==> config.mk <==
export PLATFORM = sky130hd
export DESIGN_NAME = ordf_top
export DESIGN_NICKNAME = d
export VERILOG_FILES = /design/src/ordf_pkg.sv /design/src/ordf_axil.sv /design/src/ordf_timer.sv /design/src/ordf_top.sv
export VERILOG_INCLUDE_DIRS = /design/src /design/src/src
export SDC_FILE = /design/constraint.sdc
export NUM_CORES = 1
export LEC_CHECK = 0
export ABC_AREA = 0
export BUFFER_PORTS_ARGS = -buffer_cell sky130_fd_sc_hd__buf_4
export CAP_MARGIN = 0
export CORE_ASPECT_RATIO = 0.8
export CORE_MARGIN = 5
export CORE_UTILIZATION = 50
export DETAILED_ROUTE_END_ITERATION = 7
export PLACE_DENSITY = 0.78
export SYNTH_ARGS = -nofsm -noshare
export SYNTH_HDL_FRONTEND = slang
export SYNTH_SLANG_ARGS = --single-unit
==> constraint.sdc <==
create_clock -name clk -period 3.3 [get_ports clk]
set_clock_uncertainty 0.2 [all_clocks]
set_input_delay 0.33 -clock clk [delete_from_list [all_inputs] [get_ports clk]]
set_output_delay 0.33 -clock clk [all_outputs]
set_load 0.1 [all_outputs]
==> src/ordf_regs.svh <==
`ifndef ORDF_REGS_SVH
`define ORDF_REGS_SVH
`define ORDF_CTRL_OFF      12'h000
`define ORDF_CMD_OFF       12'h004
`define ORDF_TDIS_OFF      12'h008
`define ORDF_TFRC_OFF      12'h00c
`define ORDF_INV_OFF       12'h010
`define ORDF_STAT_OFF      12'h014
`define ORDF_CTRL_DIS_EN   0
`define ORDF_CTRL_DIS_TMO  1
`define ORDF_CTRL_FRC_TMO  2
`define ORDF_CMD_DISARM    0
`define ORDF_CMD_REARM     1
`define ORDF_CMD_FRC_ON    2
`define ORDF_CMD_FRC_OFF   3
`define ORDF_CMD_FRC_CLR   4
`define ORDF_CTRL_RST      32'h0000_0000
`define ORDF_INV_RST       32'h0000_0000
`define ORDF_TICK_NS       10000000
`define ORDF_CLK_NS        10
`define ORDF_TICK_CYC      (`ORDF_TICK_NS / `ORDF_CLK_NS)
`define ORDF_T_DEF_CS      32'h0000_0003
`define ORDF_T_MAX_CS      32'h0000_7530
`endif

==> src/ordf_pkg.sv <==
package ordf_pkg;
  typedef enum logic [1:0] {ORDF_NORMAL, ORDF_FRC_ON, ORDF_FRC_OFF} ordf_force_e;
  typedef logic [15:0] ordf_cs_t;
endpackage : ordf_pkg

==> src/ordf_axil.sv <==
`timescale 1ns/1ps
`include "ordf_regs.svh"
module ordf_axil
  import ordf_pkg::*;
(
  input  wire logic        clk,
  input  wire logic        rst,
  input  wire logic [11:0] s_axi_awaddr,
  input  wire logic        s_axi_awvalid,
  output logic             s_axi_awready,
  input  wire logic [31:0] s_axi_wdata,
  input  wire logic [3:0]  s_axi_wstrb,
  input  wire logic        s_axi_wvalid,
  output logic             s_axi_wready,
  output logic [1:0]       s_axi_bresp,
  output logic             s_axi_bvalid,
  input  wire logic        s_axi_bready,
  input  wire logic [11:0] s_axi_araddr,
  input  wire logic        s_axi_arvalid,
  output logic             s_axi_arready,
  output logic [31:0]      s_axi_rdata,
  output logic [1:0]       s_axi_rresp,
  output logic             s_axi_rvalid,
  input  wire logic        s_axi_rready,
  output logic             wr_en,
  output logic [11:0]      wr_addr,
  output logic [31:0]      wr_data,
  output logic [3:0]       wr_strb,
  output logic [11:0]      rd_addr,
  input  wire logic [31:0] rd_data,
  input  wire logic        rd_ok,
  input  wire logic        wr_ok
);
  logic aw_q, aw_d, w_q, w_d, b_d, r_d;
  logic [11:0] awa_q, awa_d;
  logic [31:0] wd_q, wd_d, rdat_d;
  logic [3:0]  ws_q, ws_d;
  logic [1:0]  br_d, rr_d;
  assign wr_en   = aw_q && w_q && !s_axi_bvalid;
  assign wr_addr = awa_q;
  assign wr_data = wd_q;
  assign wr_strb = ws_q;
  assign rd_addr = s_axi_araddr;
  always_comb begin
    aw_d = aw_q;
    w_d = w_q;
    awa_d = awa_q;
    wd_d = wd_q;
    ws_d = ws_q;
    b_d = s_axi_bvalid;
    br_d = s_axi_bresp;
    r_d = s_axi_rvalid;
    rr_d = s_axi_rresp;
    rdat_d = s_axi_rdata;
    if (s_axi_awvalid && !aw_q) begin
      aw_d = 1'b1;
      awa_d = s_axi_awaddr;
    end
    if (s_axi_wvalid && !w_q) begin
      w_d = 1'b1;
      wd_d = s_axi_wdata;
      ws_d = s_axi_wstrb;
    end
    if (wr_en) begin
      b_d = 1'b1;
      br_d = wr_ok ? 2'b00 : 2'b10;
      aw_d = 1'b0;
      w_d = 1'b0;
    end else if (s_axi_bvalid && s_axi_bready) begin
      b_d = 1'b0;
    end
    if (s_axi_arvalid && !s_axi_rvalid) begin
      r_d = 1'b1;
      rdat_d = rd_ok ? rd_data : 32'h0;
      rr_d = rd_ok ? 2'b00 : 2'b10;
    end else if (s_axi_rvalid && s_axi_rready) begin
      r_d = 1'b0;
    end
  end
  always_ff @(posedge clk) begin
    if (rst) begin
      aw_q <= 1'b0;
      w_q <= 1'b0;
      awa_q <= 12'h0;
      wd_q <= 32'h0;
      ws_q <= 4'h0;
      s_axi_bvalid <= 1'b0;
      s_axi_bresp <= 2'b00;
      s_axi_rvalid <= 1'b0;
      s_axi_rresp <= 2'b00;
      s_axi_rdata <= 32'h0;
      s_axi_awready <= 1'b0;
      s_axi_wready <= 1'b0;
      s_axi_arready <= 1'b0;
    end else begin
      aw_q <= aw_d;
      w_q <= w_d;
      awa_q <= awa_d;
      wd_q <= wd_d;
      ws_q <= ws_d;
      s_axi_bvalid <= b_d;
      s_axi_bresp <= br_d;
      s_axi_rvalid <= r_d;
      s_axi_rresp <= rr_d;
      s_axi_rdata <= rdat_d;
      s_axi_awready <= s_axi_awvalid && !aw_q && !s_axi_awready;
      s_axi_wready <= s_axi_wvalid && !w_q && !s_axi_wready;
      s_axi_arready <= s_axi_arvalid && !s_axi_rvalid && !s_axi_arready;
    end
  end
endmodule : ordf_axil

==> src/ordf_timer.sv <==
`timescale 1ns/1ps
`include "ordf_regs.svh"
module ordf_timer
  import ordf_pkg::*;
#(
  parameter int TICK_CYC = `ORDF_TICK_CYC
) (
  input  wire logic     clk,
  input  wire logic     rst,
  input  wire logic     start,
  input  wire logic     stop,
  input  wire ordf_cs_t load,
  output logic          expired
);
  logic [31:0] pre_q, pre_d;
  ordf_cs_t    cnt_q, cnt_d;
  logic        run_q, run_d, exp_d;
  // Centisecond ticks; zero delay raises expired two cycles after start
  always_comb begin
    pre_d = pre_q;
    cnt_d = cnt_q;
    run_d = run_q;
    exp_d = 1'b0;
    // Start beats stop: the stop term is still true on the start cycle
    if (start) begin
      run_d = 1'b1;
      cnt_d = load;
      pre_d = 32'h0;
    end else if (stop) begin
      run_d = 1'b0;
    end else if (run_q) begin
      if (cnt_q == 16'h0) begin
        run_d = 1'b0;
        exp_d = 1'b1;
      end else if (pre_q == 32'(TICK_CYC - 1)) begin
        pre_d = 32'h0;
        cnt_d = cnt_q - 16'h1;
      end else begin
        pre_d = pre_q + 32'h1;
      end
    end
  end
  always_ff @(posedge clk) begin
    if (rst) begin
      pre_q   <= 32'h0;
      cnt_q   <= 16'h0;
      run_q   <= 1'b0;
      expired <= 1'b0;
    end else begin
      pre_q   <= pre_d;
      cnt_q   <= cnt_d;
      run_q   <= run_d;
      expired <= exp_d;
    end
  end
endmodule : ordf_timer

==> src/ordf_top.sv <==
// Functional notes
// - Optional inversion of seventh input, default off
// - Disarm-enable setting, inactive by default
// - Permanent or timeout disarm, permanent default
// - Supervision contact never disarmed
// - Timeout disarm re-arms after programmable delay
// - Force ignored while disarmed
// - Force to energized or de-energized
// - Permanent or timed force, permanent default
// - Timed force holds state for delay
//
// Design decisions made here: the register addresses and the AXI4-Lite interface to the registers.
`timescale 1ns/1ps
`include "ordf_regs.svh"
module ordf_top
  import ordf_pkg::*;
#(
  parameter int NREL     = 4,
  parameter int NIN      = 7,
  parameter int TICK_CYC = `ORDF_TICK_CYC
) (
  input  wire logic                 clk,
  input  wire logic                 rst,
  input  wire logic [NREL*NIN-1:0] sig_in,
  input  wire logic                 sup_in,
  output logic [NREL-1:0]          relay_out,
  output logic                      sup_out,
  input  wire logic [11:0]          s_axi_awaddr,
  input  wire logic                 s_axi_awvalid,
  output logic                      s_axi_awready,
  input  wire logic [31:0]          s_axi_wdata,
  input  wire logic [3:0]           s_axi_wstrb,
  input  wire logic                 s_axi_wvalid,
  output logic                      s_axi_wready,
  output logic [1:0]                s_axi_bresp,
  output logic                      s_axi_bvalid,
  input  wire logic                 s_axi_bready,
  input  wire logic [11:0]          s_axi_araddr,
  input  wire logic                 s_axi_arvalid,
  output logic                      s_axi_arready,
  output logic [31:0]               s_axi_rdata,
  output logic [1:0]                s_axi_rresp,
  output logic                      s_axi_rvalid,
  input  wire logic                 s_axi_rready
);
  logic [NREL*NIN-1:0] s1_q, s2_q;
  logic        sup1_q, sup2_q;
  logic [31:0] ctrl_q, ctrl_d, inv_q, inv_d, rd_data;
  ordf_cs_t    tdis_q, tdis_d, tfrc_q, tfrc_d;
  logic        dis_cmd_q, dis_cmd_d;
  ordf_force_e frc_q, frc_d;
  logic        wr_en, rd_ok, wr_ok, dis_exp, frc_exp, dis_start, frc_start;
  logic [11:0] wr_addr, rd_addr;
  logic [31:0] wr_data;
  logic [3:0]  wr_strb;
  logic        disarmed;
  logic [NREL-1:0] rel_d;

  function automatic ordf_cs_t clip_cs(input logic [31:0] v);
    // Keep delays inside 0.00 to 300.00 s
    clip_cs = (v > `ORDF_T_MAX_CS) ? 16'(`ORDF_T_MAX_CS) : v[15:0];
  endfunction : clip_cs

  function automatic logic [31:0] merge(input logic [31:0] o, input logic [31:0] n,
                                        input logic [3:0] s);
    for (int b = 0; b < 4; b++) begin
      merge[b*8 +: 8] = s[b] ? n[b*8 +: 8] : o[b*8 +: 8];
    end
  endfunction : merge

  ordf_axil u_bus (
    .clk(clk), .rst(rst),
    .s_axi_awaddr(s_axi_awaddr), .s_axi_awvalid(s_axi_awvalid),
    .s_axi_awready(s_axi_awready), .s_axi_wdata(s_axi_wdata),
    .s_axi_wstrb(s_axi_wstrb), .s_axi_wvalid(s_axi_wvalid),
    .s_axi_wready(s_axi_wready), .s_axi_bresp(s_axi_bresp),
    .s_axi_bvalid(s_axi_bvalid), .s_axi_bready(s_axi_bready),
    .s_axi_araddr(s_axi_araddr), .s_axi_arvalid(s_axi_arvalid),
    .s_axi_arready(s_axi_arready), .s_axi_rdata(s_axi_rdata),
    .s_axi_rresp(s_axi_rresp), .s_axi_rvalid(s_axi_rvalid),
    .s_axi_rready(s_axi_rready),
    .wr_en(wr_en), .wr_addr(wr_addr), .wr_data(wr_data), .wr_strb(wr_strb),
    .rd_addr(rd_addr), .rd_data(rd_data), .rd_ok(rd_ok), .wr_ok(wr_ok)
  );

  ordf_timer #(.TICK_CYC(TICK_CYC)) u_tdis (
    .clk(clk), .rst(rst), .start(dis_start), .stop(!disarmed || !ctrl_q[`ORDF_CTRL_DIS_TMO]),
    .load(tdis_q), .expired(dis_exp)
  );

  ordf_timer #(.TICK_CYC(TICK_CYC)) u_tfrc (
    .clk(clk), .rst(rst), .start(frc_start), .stop(frc_q == ORDF_NORMAL),
    .load(tfrc_q), .expired(frc_exp)
  );

  assign disarmed = ctrl_q[`ORDF_CTRL_DIS_EN] && dis_cmd_q;

  always_comb begin
    wr_ok = 1'b1;
    unique case (wr_addr)
      `ORDF_CTRL_OFF, `ORDF_CMD_OFF, `ORDF_TDIS_OFF, `ORDF_TFRC_OFF, `ORDF_INV_OFF: ;
      `ORDF_STAT_OFF: ;
      default: wr_ok = 1'b0;
    endcase
  end

  always_comb begin
    rd_ok = 1'b1;
    rd_data = 32'h0;
    unique case (rd_addr)
      `ORDF_CTRL_OFF: rd_data = ctrl_q;
      `ORDF_CMD_OFF: rd_data = 32'h0;
      `ORDF_TDIS_OFF: rd_data = {16'h0, tdis_q};
      `ORDF_TFRC_OFF: rd_data = {16'h0, tfrc_q};
      `ORDF_INV_OFF: rd_data = inv_q;
      `ORDF_STAT_OFF: rd_data = {20'h0, sup_out, disarmed, frc_q, 4'h0, 4'(relay_out)};
      default: rd_ok = 1'b0;
    endcase
  end

  // Settings and commands
  always_comb begin
    ctrl_d = ctrl_q;
    inv_d = inv_q;
    tdis_d = tdis_q;
    tfrc_d = tfrc_q;
    dis_cmd_d = dis_cmd_q;
    frc_d = frc_q;
    dis_start = 1'b0;
    frc_start = 1'b0;
    if (!ctrl_q[`ORDF_CTRL_DIS_EN]) begin
      dis_cmd_d = 1'b0;
    end
    if (dis_exp) begin
      dis_cmd_d = 1'b0;
    end
    if (frc_exp) begin
      frc_d = ORDF_NORMAL;
    end
    if (disarmed) begin
      frc_d = ORDF_NORMAL;
    end
    if (wr_en) begin
      unique case (wr_addr)
        `ORDF_CTRL_OFF: ctrl_d = merge(ctrl_q, wr_data, wr_strb) & 32'h7;
        `ORDF_TDIS_OFF: tdis_d = clip_cs(merge({16'h0, tdis_q}, wr_data, wr_strb));
        `ORDF_TFRC_OFF: tfrc_d = clip_cs(merge({16'h0, tfrc_q}, wr_data, wr_strb));
        `ORDF_INV_OFF: inv_d = merge(inv_q, wr_data, wr_strb);
        `ORDF_CMD_OFF: begin
          if (wr_strb[0] && wr_data[`ORDF_CMD_DISARM] && ctrl_q[`ORDF_CTRL_DIS_EN]) begin
            dis_cmd_d = 1'b1;
            dis_start = ctrl_q[`ORDF_CTRL_DIS_TMO];
            frc_d = ORDF_NORMAL;
          end else if (wr_strb[0] && wr_data[`ORDF_CMD_REARM]) begin
            dis_cmd_d = 1'b0;
          end else if (wr_strb[0] && !disarmed) begin
            if (wr_data[`ORDF_CMD_FRC_ON]) begin
              frc_d = ORDF_FRC_ON;
              frc_start = ctrl_q[`ORDF_CTRL_FRC_TMO];
            end else if (wr_data[`ORDF_CMD_FRC_OFF]) begin
              frc_d = ORDF_FRC_OFF;
              frc_start = ctrl_q[`ORDF_CTRL_FRC_TMO];
            end else if (wr_data[`ORDF_CMD_FRC_CLR]) begin
              frc_d = ORDF_NORMAL;
            end
          end
        end
        default: ;
      endcase
    end
  end

  // Combination is an OR of possibly inverted inputs
  always_comb begin
    for (int r = 0; r < NREL; r++) begin
      rel_d[r] = 1'b0;
      for (int i = 0; i < NIN; i++) begin
        rel_d[r] = rel_d[r] | (s2_q[r*NIN+i] ^ inv_q[(r*NIN+i) % 32]);
      end
      if (disarmed) begin
        rel_d[r] = 1'b0;
      end else if (frc_q == ORDF_FRC_ON) begin
        rel_d[r] = 1'b1;
      end else if (frc_q == ORDF_FRC_OFF) begin
        rel_d[r] = 1'b0;
      end
    end
  end

  always_ff @(posedge clk) begin
    if (rst) begin
      s1_q <= '0;
      s2_q <= '0;
      sup1_q <= 1'b0;
      sup2_q <= 1'b0;
      ctrl_q <= `ORDF_CTRL_RST;
      inv_q <= `ORDF_INV_RST;
      tdis_q <= 16'(`ORDF_T_DEF_CS);
      tfrc_q <= 16'(`ORDF_T_DEF_CS);
      dis_cmd_q <= 1'b0;
      frc_q <= ORDF_NORMAL;
      relay_out <= '0;
      sup_out <= 1'b0;
    end else begin
      s1_q <= sig_in;
      s2_q <= s1_q;
      sup1_q <= sup_in;
      sup2_q <= sup1_q;
      ctrl_q <= ctrl_d;
      inv_q <= inv_d;
      tdis_q <= tdis_d;
      tfrc_q <= tfrc_d;
      dis_cmd_q <= dis_cmd_d;
      frc_q <= frc_d;
      relay_out <= rel_d;
      // Supervision contact bypasses disarm and force
      sup_out <= sup2_q;
    end
  end
endmodule : ordf_top
==> metrics.txt, run 1 <==
dpl hpwl=26700 um; maxcap violations=0; CTS tree=yes; RSZ-0062 raised after global routing=false; post_cts resized=0; top fanout value on the critical path=12; Max clock buf depth=3; VDD IR max=412 uV; setup violators final=0; Mapped Area=0.0134 sq mm; status=complete, but fails checks; antenna viol nets, final=0; max-slew violations=0; reg2reg start=u_bus.wr_strb[0]; Fillers=2100; worst min-delay path class=in2reg; failing checks=design-rule violations; WP data arrival=3.17 ns; type of origin of the critical path=flip-flop; FMAX=340 MHz; Yosys top cell area share=0.482; Routed WL=38600 um; synth unique cells=79; largest area contributor in the netlist=dfxtp_1; total core area=0.0263 sq mm; initial antenna violation count=5; vias per cell=5.56; num ports=142; Worst Setup Path Type=reg2reg; CTS root buf=clkbuf_16; max_slew headroom=0.439; synth top area cells=dfxtp_1 (48%), nand2_1 (6.0%), nor2_1 (4.7%); Die ar.=0.0302 sq mm; via count=11600; Max H-tree Level=1; sequential cell area fraction in the yosys report=0.482; CTS Sinks=322; Placement Setup Slack=0.436 ns; proportion of layout cells with a drive suffix above 1=0.155; Avg Inst Size Synth=8.84 sq um; number of global-route vias before repair=11000; global-route wire length before repair=60100 um; RePlAce Congestion=0.957; Worst R2R Setup Slack=0.36 ns; Die W=193 um; TritonCTS buffer count=31; Congestion Overflow GR=0; largest net degree at the start of global routing=112; routed length per placed instance=18.4 um; Worst-Margin Slew=0.841 ns; Post-synth top cells=dfxtp_1 (322), nand2_1 (214), nor2_1 (169); Area Overhead vs Synth=24.8%; placed cell area=0.0147 sq mm; critical path required time=3.54 ns; Post-synth EDFFs=0; 1st-iter DRT viols=1194; Hold Fails Final Rpt=0; DR DRC count=20; Pleak=6.42 nW; hold path endpoint=u_bus.s_axi_rresp[1]; setup bufs post-CTS=0; setup_tns=0 ns; Min-Delay Startpoint=s_axi_araddr[3]; RR Endpoint=tfrc_q[13]; ys async rst share=0; CP Capture Type=flip-flop; final instance area=0.0167 sq mm; Min Hold Slack=0.0526 ns; global-route total usage across every layer=0.248; Port Buf Inserts=139; hold-critical path depth=3; nets=1813; main flop type after synthesis=dfxtp_1; Worst-Skew Late Latency=0.56 ns; Yosys reg bits=322; Worst R2R Path Depth=7; FP Rows=53; Power Density=513 mW/mm^2; Syn. warnings=0; die height=156 um; Min Clock Period, post-route=2.94 ns; Reg clk slew, reported paths=0.06 ns; most frequent cell after synthesis=dfxtp_1; first drt pass iteration count=8; Post-Syn Instances=1514; Final WS setup=0.361 ns; Final period util=0.891; effective utilization at floorplan=0.508
==> per-layer routing <==
metal / up-vias / track usage / wire length, um
li1: 5667 / - / -
met1: 5392 / 0.373 / 17700
met2: 525 / 0.359 / 16200
met3: 62 / 0.0571 / 3760
met4: 0 / 0.0613 / 950
met5: - / 0 / 0
==> cell families after synthesis <==
family,synth area share
and+or+nand+nor,0.263
DFF,0.482
AOI/OAI and AO/OA,0.135
xor gates and xnor gates,0.0772
buffers and inverters,0.0289
muxes,0.00897
adders and majority gates,0.00561
other,0.000280
==> final cells by class <==
| class | count | area (sq um) | share of cell area |
|---|---|---|---|
| multi-input cells | 1096 | 6560 | 0.393 |
| flip-flops and latches | 322 | 6450 | 0.386 |
| repair buffers | 242 | 2040 | 0.122 |
| clock buffers | 39 | 856 | 0.0512 |
| well taps | 357 | 447 | 0.0267 |
| clock inverters | 19 | 287 | 0.0171 |
| inverters | 18 | 67.6 | 0.00404 |
| diodes | 3 | 7.51 | 0.000449 |
==> through the flow <==
| stage | total power (W) | cells | util |
|---|---|---|---|
| final | 0.00857 | 2096 | 0.635 |
| after global routing | 0.00884 | 2096 | 0.635 |
| after CTS | 0.00859 | 2093 | 0.634 |
| after detailed placement | 0.00466 | 1954 | 0.560 |
| after global placement | 0.00465 | 1954 | 0.560 |
| after floorplan | 0.00444 | 1515 | - |
==> registers in the layout (all words and copies together), names as in the netlist, 16 cells and up <==
name and cells:
u_bus.s_axi_rdata 32, tfrc_q 16, inv_q 32, u_bus.wr_data 32
s2_q 28, u_tdis.cnt_q 16, tdis_q 16, u_tfrc.pre_q 32
u_tdis.pre_q 32, s1_q 28, u_tfrc.cnt_q 16
==> power by group <==
part	switching (W)	total, W	internal, W
sequential	0.0000710	0.00404	0.00397
combinational	0.000376	0.000626	0.000250
clock	0.00152	0.00391	0.00239
==> layout by cell type (no fill, tap or decap), drive strengths merged, types with 10 or more instances in the layout <==
cell type	n
and3	16
xnor2	47
o221a	12
nor2	169
xor2	71
a21oi	119
nand4	23
clkbuf	39
nand2b	10
nor4	38
a211oi	34
dlygate4sd3	81
o21ai	25
nor3	37
mux2i	12
nand2	215
inv	20
nand3	75
buf	161
dfxtp	322
nor2b	67
a22o	12
==> critical path, stage by stage (launching register included) <==
cell and delay (ns):
dfxtp_1 0.49, nor3b_1 0.55, o22ai_1 0.23, a2111oi_4 0.32
a31oi_2 0.13, nor4_4 0.42, nand2_2 0.17, o221a_2 0.29
==> worst max-delay path by stage <==
stage | from | end | slack, ns | cells after the start
2_1_floorplan | u_bus.s_axi_bvalid | tdis_q[0] | 0.67 | 7
3_3_place_gp | u_bus.wr_strb[0] | tfrc_q[14] | 0.55 | 7
3_5_place_dp | u_bus.wr_strb[0] | tfrc_q[13] | 0.44 | 7
4_1_cts | u_bus.wr_strb[0] | tfrc_q[13] | 0.41 | 7
5_1_grt | u_bus.wr_strb[0] | tdis_q[12] | 0.21 | 7
6_report | u_bus.wr_strb[0] | tfrc_q[13] | 0.36 | 7
==> what timing repair did <==
item                                   4_1_cts  5_1_grt
endpoints found under the hold margin       81        0
hold buffers                                81        0
setup endpoints to repair                    0        0
Power figures use the tool's default switching activity.
==> run 2: changes to the inputs <==
--- a/config.mk
+++ b/config.mk
@@ -11,9 +11,9 @@
 export CAP_MARGIN = 0
 export CORE_ASPECT_RATIO = 0.8
 export CORE_MARGIN = 5
-export CORE_UTILIZATION = 50
+export CORE_UTILIZATION = 59
 export DETAILED_ROUTE_END_ITERATION = 7
-export PLACE_DENSITY = 0.78
+export PLACE_DENSITY = 0.88
 export SYNTH_ARGS = -nofsm -noshare
 export SYNTH_HDL_FRONTEND = slang
 export SYNTH_SLANG_ARGS = --single-unit
==> run 2 against run 1 <==
Effect of this change: die area down 14%; critical path type unchanged; via count up 5.5%; sequential share of layout area up 0.41 points; critical endpoint is now tdis_q[10]; the run now ends clean.
==> metrics.txt, run 2 (synthesis results as in run 1) <==
status=finished clean; CTS Sinks=322; total core area=0.0224 sq mm; antenna viol nets, final=0; max_slew headroom=0.454; via count=12300; die height=145 um; Worst R2R Setup Slack=0.41 ns; max-slew violations=0; Final period util=0.875; FP Rows=49; type of origin of the critical path=flip-flop; routed length per placed instance=20.5 um; Worst-Skew Late Latency=0.56 ns; Placement Setup Slack=0.569 ns; maxcap violations=0; commonest non-fill, non-tap cells in the layout=dfxtp_1 (322), nand2_1 (214), nor2_1 (169); effective utilization at floorplan=0.598; Area Overhead vs Synth=23.5%; dpl hpwl=27200 um; Reg clk slew, reported paths=0.06 ns; post_cts resized=0; 1st-iter DRT viols=1814; Worst Setup Path Type=reg2reg; Fillers=1512; TritonCTS buffer count=30; Congestion Overflow GR=0; total power=0.00833 W; largest net degree at the start of global routing=84; worst min-delay path class=in2reg; first drt pass iteration count=8; register area=0.00645 sq mm; Final WS setup=0.413 ns; Min Clock Period, post-route=2.89 ns; WP data arrival=3.13 ns; multi-input logic area=0.00656 sq mm; Max clock buf depth=3; final instance area=0.0165 sq mm; Die ar.=0.0258 sq mm; number of global-route vias before repair=11600; initial antenna violation count=3; setup violators final=0; setup_tns=0 ns; FMAX=346 MHz; commonest non-fill, non-tap cell in the layout=dfxtp_1; Pleak=6.35 nW; top fanout value on the critical path=13; Power Density=504 mW/mm^2; DR DRC count=0; num ports=142; CTS tree=yes; VDD IR max=429 uV; Cell Count, Final, Fillers Out=2042; Worst-Margin Slew=0.819 ns; CP Capture Type=flip-flop; global-route wire length before repair=63700 um; vias per cell=6.02; Port Buf Inserts=139; Hold Fails Final Rpt=0; Post-Place Cells=1899; proportion of layout cells with a drive suffix above 1=0.151; Max H-tree Level=1; CTS root buf=clkbuf_16; RSZ-0062 raised after global routing=false; global-route total usage across every layer=0.312; placed cell area=0.0147 sq mm; Routed WL=41800 um; Die W=178 um; RePlAce Congestion=0.986; nets=1808; critical path required time=3.54 ns
==> run 2: repair_timing <==
action,4_1_cts,5_1_grt
hold buffers,81,0
buffers inserted,0,0
endpoints found under the hold margin,81,0
endpoints found under the setup margin,0,0
==> run 2: routing by layer <==
| layer | track usage | wire [um] |
|---|---|---|
| met1 | 0.426 | 16900 |
| met2 | 0.468 | 18100 |
| met3 | 0.111 | 5250 |
| met4 | 0.0977 | 1540 |
| met5 | 0 | 0 |
==> run 2: where the power goes <==
group,leakage [nW],total (W),internal [W],switching (W)
combinational,3.22,0.000623,0.000246,0.000377
clock,0.512,0.00365,0.00213,0.00151
sequential,2.62,0.00406,0.00397,0.0000882
total,6.35,0.00833,0.00635,0.00198
==> run 2: worst paths after layout <==
| kind | from | end | depth (start not counted) |
|---|---|---|---|
| hold / removal | rst | s1_q[6] | 2 |
| setup / recovery | u_bus.wr_strb[0] | tdis_q[10] | 7 |
| hold reg to reg | u_bus.s_axi_wready | u_bus.s_axi_wready | 1 |
| setup reg to reg | u_bus.wr_strb[0] | tdis_q[10] | 7 |
==> run 2: worst max-delay path, stage by stage, from the launching register on <==
cell	delay, ns
dfxtp_1	0.53
nor3b_1	0.50
nor2_1	0.14
nor4_1	0.31
nand3b_1	0.22
a211oi_4	0.40
nand2_1	0.20
o221a_2	0.30
==> run 2: area by class of cell <==
| cell class | count | area share |
|---|---|---|
| flip-flops and latches | 322 | 0.390 |
| clock buffers | 44 | 0.0547 |
| well taps | 306 | 0.0232 |
| clock inverters | 12 | 0.00886 |
| inverters | 18 | 0.00409 |
| multi-input cells | 1096 | 0.397 |
| repair buffers | 238 | 0.121 |
| diodes | 6 | 0.000908 |
==> run 2: metrics by stage <==
stage               hold slack (ns)  utilization
global route                 0.0472        0.738
finish                       0.0240        0.739
detailed placement            0.211        0.655
global placement              0.210        0.655
floorplan                     0.214            -
CTS                          0.0195        0.738
